===== src/hw/pmc_params.svh =====
// Constants for the power mode controller
`ifndef POWER_MODE_PARAMS_SVH
`define POWER_MODE_PARAMS_SVH
// Mode configuration codes
`define RUN_CFG_NORMAL 2'h0
`define RUN_CFG_VLP 2'h1
`define RUN_CFG_HS 2'h2
`define SLEEP_CFG_WAIT 1'h0
`define SLEEP_CFG_STOP 1'h1
// Clock restart handshake bound, cycles
`define CLK_RESTART_TIMEOUT 8'hFF
// Peripheral enable vector positions
`define PER_ADC 0
`define PER_CMP 1
`define PER_LOW_POWER_TIMER 2
`define PER_RTC 3
`define PER_PIN_IRQ 4
`define PER_OSC 5
`define PER_PERIODIC_TIMER 6
`define PER_SERIAL 7
`define PER_DMA 8
`define PER_OTHER 9
`define PER_COUNT 10
`endif


===== src/hw/power_mode_pkg.sv =====
// Types for the power mode controller
package power_mode_pkg;
    typedef enum logic [5:0] {
        ST_RUN = 6'h01,
        ST_WAIT = 6'h02,
        ST_STOP = 6'h04,
        ST_WAKE_CLK = 6'h08,
        ST_VLP_RUN = 6'h10,
        ST_HS_RUN = 6'h20
    } pm_state_t;

    typedef enum logic [2:0] {
        MODE_RUN = 3'h0,
        MODE_VLP_RUN = 3'h1,
        MODE_WAIT = 3'h2,
        MODE_VLP_WAIT = 3'h3,
        MODE_STOP = 3'h4,
        MODE_VLP_STOP = 3'h5,
        MODE_HS_RUN = 3'h6
    } pm_mode_t;

    // Outputs grouped toward the rest of the chip
    typedef struct packed {
        logic core_sleep;
        logic clk_reduced;
        logic clk_gated;
        logic low_voltage_detect_en;
        logic nested_irq_en;
        logic async_wake_en;
        logic mem_retain;
        logic flash_cmd_allow;
        logic eeprom_write_allow;
        logic [9:0] periph_en;
    } pm_ctrl_t;
endpackage


===== src/hw/power_mode_ctrl.sv =====
// Power mode controller top
// How it works
// - A sleep instruction enters wait or stop class according to the sleep configuration.
// - Normal run keeps every module running with the core active.
// - Very-low-power run slows all clocks and turns off low voltage detect.
// - Wait sleeps the core and keeps peripherals at full speed.
// - Very-low-power wait sleeps the core, slows peripherals and disables low voltage detect.
// - The nested interrupt controller wakes the core from both wait modes.
// - The async wake controller wakes the core from both stop modes.
// - Stop gates most clocks, retains registers and SRAM and keeps low voltage detect on.
// - Stop keeps converter, comparator, timer, clock and pin interrupts, with nested interrupts off.
// - Very-low-power stop retains SRAM, keeps its listed peripherals and disables detect and nested interrupts.
// - High-speed or very-low-power modes block EEPROM writes and flash commands.
// - A stop wake first asks clock control to restart clocks before the interrupt is serviced.
`timescale 1ns/1ns
`default_nettype none
`include "pmc_params.svh"
module power_mode_ctrl
    import power_mode_pkg::*;
(
    input wire logic sys_clk,
    input wire logic resetn,
    input wire logic [1:0] run_cfg,
    input wire logic sleep_cfg,
    input wire logic sleep_req,
    input wire logic nested_irq_wake,
    input wire logic async_wake_raw,
    input wire logic clk_restart_ack,
    output logic clk_restart_req,
    output logic irq_release,
    output var pm_mode_t cur_mode,
    output var pm_ctrl_t ctrl
);
    // =========================================================
    // Async wake input synchroniser, three stages
    logic [2:0] wake_sync_reg;
    always_ff @(posedge sys_clk or negedge resetn) begin
        if (!resetn) begin
            wake_sync_reg <= 3'h0;
        end else begin
            wake_sync_reg <= {wake_sync_reg[1:0], async_wake_raw};
        end
    end
    logic wake_level_reg;
    wire logic wake_agree = (wake_sync_reg[1] == wake_sync_reg[2]);
    always_ff @(posedge sys_clk or negedge resetn) begin
        if (!resetn) begin
            wake_level_reg <= 1'b0;
        end else if (wake_agree) begin
            wake_level_reg <= wake_sync_reg[2];
        end
    end

    // =========================================================
    // State, saved run setting, mode
    pm_state_t state_reg, state_next;
    logic [1:0] saved_run_reg, saved_run_next;
    logic vlp_sleep_reg, vlp_sleep_next;
    logic [7:0] timeout_reg, timeout_next;

    wire logic run_state = (state_reg == ST_RUN) || (state_reg == ST_VLP_RUN) || (state_reg == ST_HS_RUN);
    wire logic go_stop = (sleep_cfg == `SLEEP_CFG_STOP);
    wire logic timeout_hit = (timeout_reg == `CLK_RESTART_TIMEOUT);

    function automatic pm_state_t run_state_of(input logic [1:0] cfg);
        case (cfg)
            `RUN_CFG_VLP: run_state_of = ST_VLP_RUN;
            `RUN_CFG_HS: run_state_of = ST_HS_RUN;
            default: run_state_of = ST_RUN;
        endcase
    endfunction

    always_comb begin
        state_next = state_reg;
        saved_run_next = saved_run_reg;
        vlp_sleep_next = vlp_sleep_reg;
        timeout_next = 8'h00;
        case (state_reg)
            ST_RUN, ST_VLP_RUN, ST_HS_RUN: begin
                if (sleep_req) begin
                    saved_run_next = run_cfg;
                    vlp_sleep_next = (run_cfg == `RUN_CFG_VLP);
                    state_next = go_stop ? ST_STOP : ST_WAIT;
                end else begin
                    state_next = run_state_of(run_cfg);
                end
            end
            ST_WAIT: begin
                if (nested_irq_wake) begin
                    state_next = run_state_of(saved_run_reg);
                end
            end
            ST_STOP: begin
                if (wake_level_reg) begin
                    state_next = ST_WAKE_CLK;
                end
            end
            ST_WAKE_CLK: begin
                timeout_next = timeout_reg + 8'h01;
                if (clk_restart_ack || timeout_hit) begin
                    state_next = run_state_of(saved_run_reg);
                end
            end
            default: begin
                state_next = ST_RUN;
            end
        endcase
    end

    always_ff @(posedge sys_clk or negedge resetn) begin
        if (!resetn) begin
            state_reg <= ST_RUN;
            saved_run_reg <= `RUN_CFG_NORMAL;
            vlp_sleep_reg <= 1'b0;
            timeout_reg <= 8'h00;
        end else begin
            state_reg <= state_next;
            saved_run_reg <= saved_run_next;
            vlp_sleep_reg <= vlp_sleep_next;
            timeout_reg <= timeout_next;
        end
    end

    // =========================================================
    // Current mode decode
    always_comb begin
        case (state_reg)
            ST_VLP_RUN: cur_mode = MODE_VLP_RUN;
            ST_HS_RUN: cur_mode = MODE_HS_RUN;
            ST_WAIT: cur_mode = vlp_sleep_reg ? MODE_VLP_WAIT : MODE_WAIT;
            ST_STOP, ST_WAKE_CLK: cur_mode = vlp_sleep_reg ? MODE_VLP_STOP : MODE_STOP;
            default: cur_mode = MODE_RUN;
        endcase
    end

    // Clock restart request, interrupt release in every run state, reached from stop after clock restart ack or restart timeout
    assign clk_restart_req = (state_reg == ST_WAKE_CLK);
    assign irq_release = run_state;

    // =========================================================
    // Per-mode control vector
    mode_decode i_mode_decode (
        .sys_clk(sys_clk),
        .resetn(resetn),
        .mode(cur_mode),
        .ctrl(ctrl)
    );
endmodule // power_mode_ctrl
`default_nettype wire


===== src/hw/mode_decode.sv =====
// Mode to control-vector decoder, registered
`timescale 1ns/1ns
`default_nettype none
`include "pmc_params.svh"
module mode_decode
    import power_mode_pkg::*;
(
    input wire logic sys_clk,
    input wire logic resetn,
    input wire pm_mode_t mode,
    output var pm_ctrl_t ctrl
);
    // =========================================================
    // Combinational decode
    pm_ctrl_t ctrl_next;
    wire logic is_vlp = (mode == MODE_VLP_RUN) || (mode == MODE_VLP_WAIT) || (mode == MODE_VLP_STOP);
    wire logic is_stop = (mode == MODE_STOP) || (mode == MODE_VLP_STOP);
    wire logic is_sleep = (mode == MODE_WAIT) || (mode == MODE_VLP_WAIT) || is_stop;

    always_comb begin
        ctrl_next = '0;
        ctrl_next.core_sleep = is_sleep;
        ctrl_next.clk_reduced = is_vlp;
        ctrl_next.clk_gated = is_stop;
        ctrl_next.low_voltage_detect_en = !is_vlp;
        ctrl_next.nested_irq_en = !is_stop;
        ctrl_next.async_wake_en = is_stop;
        ctrl_next.mem_retain = 1'b1;
        ctrl_next.flash_cmd_allow = !is_vlp && (mode != MODE_HS_RUN);
        ctrl_next.eeprom_write_allow = !is_vlp && (mode != MODE_HS_RUN);
        case (mode)
            MODE_STOP: begin
                ctrl_next.periph_en[`PER_ADC] = 1'b1;
                ctrl_next.periph_en[`PER_CMP] = 1'b1;
                ctrl_next.periph_en[`PER_LOW_POWER_TIMER] = 1'b1;
                ctrl_next.periph_en[`PER_RTC] = 1'b1;
                ctrl_next.periph_en[`PER_PIN_IRQ] = 1'b1;
            end
            MODE_VLP_STOP: begin
                ctrl_next.periph_en = {`PER_COUNT{1'b1}};
                ctrl_next.periph_en[`PER_OTHER] = 1'b0;
            end
            default: begin
                ctrl_next.periph_en = {`PER_COUNT{1'b1}};
            end
        endcase
    end

    // =========================================================
    // Output register
    always_ff @(posedge sys_clk or negedge resetn) begin
        if (!resetn) begin
            ctrl <= '0;
        end else begin
            ctrl <= ctrl_next;
        end
    end
endmodule // mode_decode
`default_nettype wire


===== config.mk =====
export PLATFORM = sky130hd
export DESIGN_NAME = power_mode_ctrl
export DESIGN_NICKNAME = d
export VERILOG_FILES = /design/src/hw/power_mode_pkg.sv /design/src/hw/power_mode_ctrl.sv /design/src/hw/mode_decode.sv
export VERILOG_INCLUDE_DIRS = /design/src /design/src/hw
export SDC_FILE = /design/constraint.sdc
export NUM_CORES = 1
export LEC_CHECK = 0
export ABC_AREA = 1
export BUFFER_PORTS_ARGS = -buffer_cell sky130_fd_sc_hd__clkbuf_2
export CELL_PAD_IN_SITES_DETAIL_PLACEMENT = 0
export CELL_PAD_IN_SITES_GLOBAL_PLACEMENT = 2
export CORE_MARGIN = 2
export CORE_UTILIZATION = 34
export CTS_CLUSTER_SIZE = 28
export DETAILED_ROUTE_END_ITERATION = 7
export PLACE_DENSITY_LB_ADDON = 0.1
export SYNTH_ARGS = -nofsm -noshare
export SYNTH_HDL_FRONTEND = slang
export SYNTH_SLANG_ARGS = --single-unit

===== constraint.sdc =====
create_clock -name sys_clk -period 3.5 [get_ports sys_clk]
set_input_delay 0 -clock sys_clk [delete_from_list [all_inputs] [get_ports sys_clk]]
set_output_delay 0 -clock sys_clk [all_outputs]
set_load 0.03 [all_outputs]

Yosys cells after proc, flatten, opt, wreduce, memory -nomap -nowiden. Cells that the tools add are included. Widths: inputs -> output; s select.

Flip-flop bits (word level): 38. Bits of input ports: 9. Output and inout port bits: 24. Logic and storage cells: 64.

$add $sub $neg: 1. Eq/ne operators: 21. Mux-type cells: 13. Reductions and logical operators: 15.

Operators by type and width (count): $mux 6 (4); $pmux 6 s2 (2); $pmux 6 s4 (1); $pmux 3 s4 (1); $pmux 5 s2 (1); $add 8x1->8 const B (1); $eq 8x8->1 const B (1); $logic_or 1x1->1 (8); $mux 8 (1); $eq 3x2->1 const B (2); $eq 3x3->1 const B (2); $eq 6x1->1 const B (1); $eq 6x2->1 const B (1); $eq 6x3->1 const B (1); $eq 6x4->1 const B (1); $eq 6x5->1 const B (1); $eq 6x6->1 const B (1); $eq 2x1->1 const B (2); $eq 2x2->1 const B (2); $ne 2x2->1 const B (2); $eq 3x1->1 const B (1); $mux 3 (1); $ne 3x3->1 const B (1); $reduce_and 3->1 (1); 8 further kinds (10).

Depth between registers and ports, before layout.
Depth after elaboration: 8. Gate-level depth with buffers: 9.

Cells and area by module. From an unflattened synthesis, not the netlist that was laid out.

Cells, all modules: 167. Area, all modules: 1462.7 µm².

By module, submodules not included: power_mode_ctrl (instances 1, cells each 133, area an instance 1113.6 µm², seq. area each 526.8 µm²); mode_decode (instances 1, cells each 34, area an instance 349.1 µm², seq. area each 200.2 µm²).

Least setup slack after synthesis. Ideal clock, no wire load.

Kind: register to register. Start: register state_reg[0]. End: register, netlist name i_mode_decode.ctrl[18]. Setup time: 0.113 ns. Data arrival time: 1.450 ns. Data required time: 3.387 ns. Slack: 1.937 ns. Stages on the path, launching flop included: 6. Period minus slack after synthesis: 1.563 ns. Cell sequence: dfstp_2 nor2_4 nand3_4 nand3_1 ha_1 inv_1.

RTL lines: start: declaration (RTL line power_mode_ctrl.sv:56) `pm_state_t state_reg, state_next;`; start signal: assignment (RTL line power_mode_ctrl.sv:117) `state_reg <= state_next;`.

Worst setup path in the final report.
Start: register state_reg[1]. End: output cur_mode[0].

Word-level cells in the longest chain between the ends: 3. Elaborated cells on any way between the ends: 7. Classes of those cells: eq/ne (5); mux (1); reduce/logical (1).

Ends and longest elaborated chain: $eq 6x4->1 or $eq 6x3->1 (tied branches) (RTL line power_mode_ctrl.sv:127) `case (state_reg)`; $reduce_or 2->1 (RTL line power_mode_ctrl.sv:127); $pmux 3 s4 * (RTL line power_mode_ctrl.sv:127); end: declaration (RTL line power_mode_ctrl.sv:31) `output var pm_mode_t cur_mode,`.

Mark *: on every way between the ends. The rest lies on a longest branch, timed or not.

==> impl_metrics.py <==
metrics = {
    "timing": {
        "final.setup_skew_ns": 0.00630,
        "finalHoldViolCount": 0,
        "slew_headroom_pct": 52.5,
        "timing.final.crit_share_pct": 47.3,
        "clock.fmax_ghz": 0.604,
        "period_needed_ns": 1.65,
        "rsz0062_at_grt": "false",
        "tightest_slew_ns": 0.712,
        "maxSlewViolCount": 0,
        "fin_setup_tns_ns": 0,
        "finalSetupViolations": 0,
    },
    "critical_path": {
        "r2r-end": "i_mode_decode.ctrl[18]$_DFF_PN0_",
        "path_buf_inv": 1,
        "cp_slowest_stage_delay_ns": 0.42,
        "critPathMaxFanout": 8,
        "slowest_stage": "dfrtp_1",
        "timing.rr.start": "state_reg[2]$_DFFE_PN0P_",
        "worst-endpoint-arrival_ns": 1.65,
        "cpMostUsedCell": "nand2_1",
        "worstPathRequired_ns": 3.50,
        "r2r_slack_ns": 2.11,
        "end_kind": "output port",
        "crit_type": "reg2out",
        "critical-path-top-delay-family": "simple AND/OR/NAND/NOR gates",
        "start_kind": "flip-flop",
        "rr_worst_depth": 6,
        "worstPathCellList": "nor2_4 -> nand3_4 -> nand3_1 -> nand2_1 -> nand2_1 -> clkbuf_2",
    },
    "detailed_routing": {
        "wl_per_cell_um": 10.5,
        "met1_length_um": 1210,
        "route.met3.wl_um": 166,
        "drt_wl_total_um": 2560,
        "wl_met2_um": 1140,
        "drtIter0Drc": 51,
        "ant_nets": 0,
        "route.vias.total": 1069,
        "drt_pass1_iterations": 4,
        "vias_per_cell": 4.38,
        "remaining_drc_errors": 0,
        "dr.max_layer_used": "met4",
    },
    "finish": {
        "n_antenna_cell": 0,
        "nets": 207,
        "synthToLayoutAreaGrowth_pct": 17.6,
        "drive_gt1_share_pct": 30.7,
        "fin_cells": 244,
        "design_area_mm2": 0.00176,
    },
    "clock_network": {
        "cts.repair.resized": 0,
        "cts.path.max_buffers": 2,
        "root_buffer": "clkbuf_8",
        "cts.sinks": 29,
        "tritoncts": "done",
        "clock_latency_ns": 0.28,
        "htreeDepth": 2,
        "clkSlewWorstSetupHoldPaths_ns": 0.07,
        "cts_buffers": 5,
        "post_cts_buffers": 0,
    },
    "synthesis": {
        "synth_fp_nets": 176,
        "synth_most_common_cell": "dfrtp_1",
        "synth_common_cells": "28 x dfrtp_1, 26 x inv_1, 25 x nand2_1, 17 x nor2_1",
        "syn_area_per_cell_um2": 9.35,
        "synth_area_mm2": 0.00150,
        "postSynthCellCount": 160,
        "synth_largest_area_cell": "dfrtp_1",
        "synth_seq_cells": 29,
        "yosys-top-cells-area": "dfrtp_1 47%, inv_1 6.5%, nand2_1 6.3%",
        "ys_seq_area_share_pct": 48.6,
        "synthArstFlopShare_pct": 100,
        "synth_edf_count": 0,
        "yosysWarnings": 0,
        "synth.distinct_cells": 22,
        "synth_top_cell_area_share_pct": 46.8,
        "ys.flop_type": "dfrtp_1",
    },
    "placed_design": {
        "gp_congestion": 0.758,
        "hpwl_um": 2030,
        "post-place-cells": 233,
        "dpl_cell_area_mm2": 0.00164,
        "io_buffers": 32,
    },
    "power_and_ir_drop": {
        "power.density_mw_per_mm2": 760,
        "ir_drop_uv": 281,
        "total_power_mw": 1.34,
        "p_leak_nw": 0.906,
    },
    "global_route": {
        "grt_overflow": 0,
        "grt_pass1_vias": 1006,
        "antenna_found_initial": 0,
        "grt_pass1_wl_um": 4510,
        "grtUsageTotal_pct": 11.9,
        "grt_max_degree": 30,
    },
    "die": {
        "core_area_mm2": 0.00429,
        "rows": 24,
        "io-pin-count": 33,
        "dieArea_mm2": 0.00495,
        "die_w_um": 70.3,
        "fp.dieH_um": 70.3,
        "start_util_pct": 34.8,
    },
    "flow_run": {
        "maxCapViolCount": 0,
    },
    "min_path": {
        "hold_end": "state_reg[3]$_DFFE_PN0P_",
        "min_from": "clk_restart_ack",
        "whs_path_depth": 4,
        "worstHoldPathType": "in2reg",
    },
    "run_status": {
        "status": "finished clean",
    },
}
-- cells by family (layout without fill, tap and decap cells) --
logic type | count (synthesis) | in the layout | share of synthesized area [%]
AOI/OAI and AO/OA | 16 | 16 | 6.77
adders and majority gates | 8 | 8 | 6.52
buffers and inverters | 38 | 70 | 12.3
DFF | 29 | 29 | 48.6
other | 1 | 1 | 0.251
and+or+nand+nor | 68 | 68 | 25.6
-- worst register-to-register path, cell delays in order, from the launching register on --
cell and delay [ns]:
dfrtp_1 0.43, nor2_4 0.23, nand3_1 0.15, nand2_1 0.12, inv_1 0.05, ha_1 0.27, inv_1 0.04
-- stage by stage --
stage / hold slack (ns) / utilization (%) / setup slack [ns]
2_1_floorplan: -0.296 / - / 1.94
3_3_place_gp: 0.0916 / 38.2 / 2.13
3_5_place_dp: 0.0996 / 38.2 / 2.12
4_1_cts: 0.00728 / 41.0 / 1.82
5_1_grt: 0.0271 / 41.0 / 1.74
6_report: 0.0116 / 41.0 / 1.85
-- report_power, final --
group	internal, mW	switching [mW]	total, mW
clock	0.139	0.133	0.272
combinational	0.169	0.429	0.597
sequential	0.410	0.0581	0.468
-- placed cells by master, fill, tap and decap left out --
| cell | instances |
|---|---|
| o21a_1 | 1 |
| clkbuf_8 | 5 |
| nand2_2 | 1 |
| nand3_4 | 5 |
| dlygate4sd3_1 | 3 |
| conb_1 | 1 |
| inv_1 | 26 |
| clkinvlp_4 | 3 |
| nand2_1 | 25 |
| dfstp_2 | 1 |
| clkbuf_2 | 32 |
| nand2_4 | 1 |
| nor2_4 | 3 |
| nor2_1 | 17 |
| dfrtp_1 | 28 |
| o21ai_0 | 5 |
| a21oi_1 | 5 |
| o21ai_2 | 4 |
| nand4_1 | 2 |
| inv_2 | 1 |
| maj3_1 | 1 |
| o2111ai_1 | 1 |
| nand3_1 | 11 |
| ha_1 | 7 |
| nor2_2 | 3 |
-- how the worst max path moves through the flow --
| stage | cells after the start | slack [ns] | start | endpoint |
|---|---|---|---|---|
| floorplan | 5 | 1.94 | state_reg[0]$_DFFE_PN1P_ | i_mode_decode.ctrl[18]$_DFF_PN0_ |
| global placement | 6 | 2.13 | state_reg[2]$_DFFE_PN0P_ | cur_mode[0] |
| detailed placement | 5 | 2.12 | state_reg[1]$_DFFE_PN0P_ | i_mode_decode.ctrl[8]$_DFF_PN0_ |
| CTS | 6 | 1.82 | state_reg[1]$_DFFE_PN0P_ | cur_mode[0] |
| global route | 6 | 1.74 | state_reg[1]$_DFFE_PN0P_ | cur_mode[0] |
| finish | 6 | 1.85 | state_reg[1]$_DFFE_PN0P_ | cur_mode[0] |
-- per-layer routing --
metal  track usage (%)  vias up
li1                  -      552
met1              14.2      473
met2              18.9       39
met3              4.18        5
met4              5.77        0
met5                 0        -
-- area by class of cell --
cell class,instances,area [µm²]
multi-input cells,93,586
inverters,27,101
well taps,52,65.1
clock inverters,3,22.5
fillers,444,2530
flip-flops and latches,29,727
clock buffers,5,68.8
repair buffers,35,190
-- what timing repair did --
action	in CTS	in global routing
setup endpoints to repair	0	0
endpoints found under the hold margin	31	0
hold buffers	3	0
Note: power is estimated with default switching activity, not from simulation.
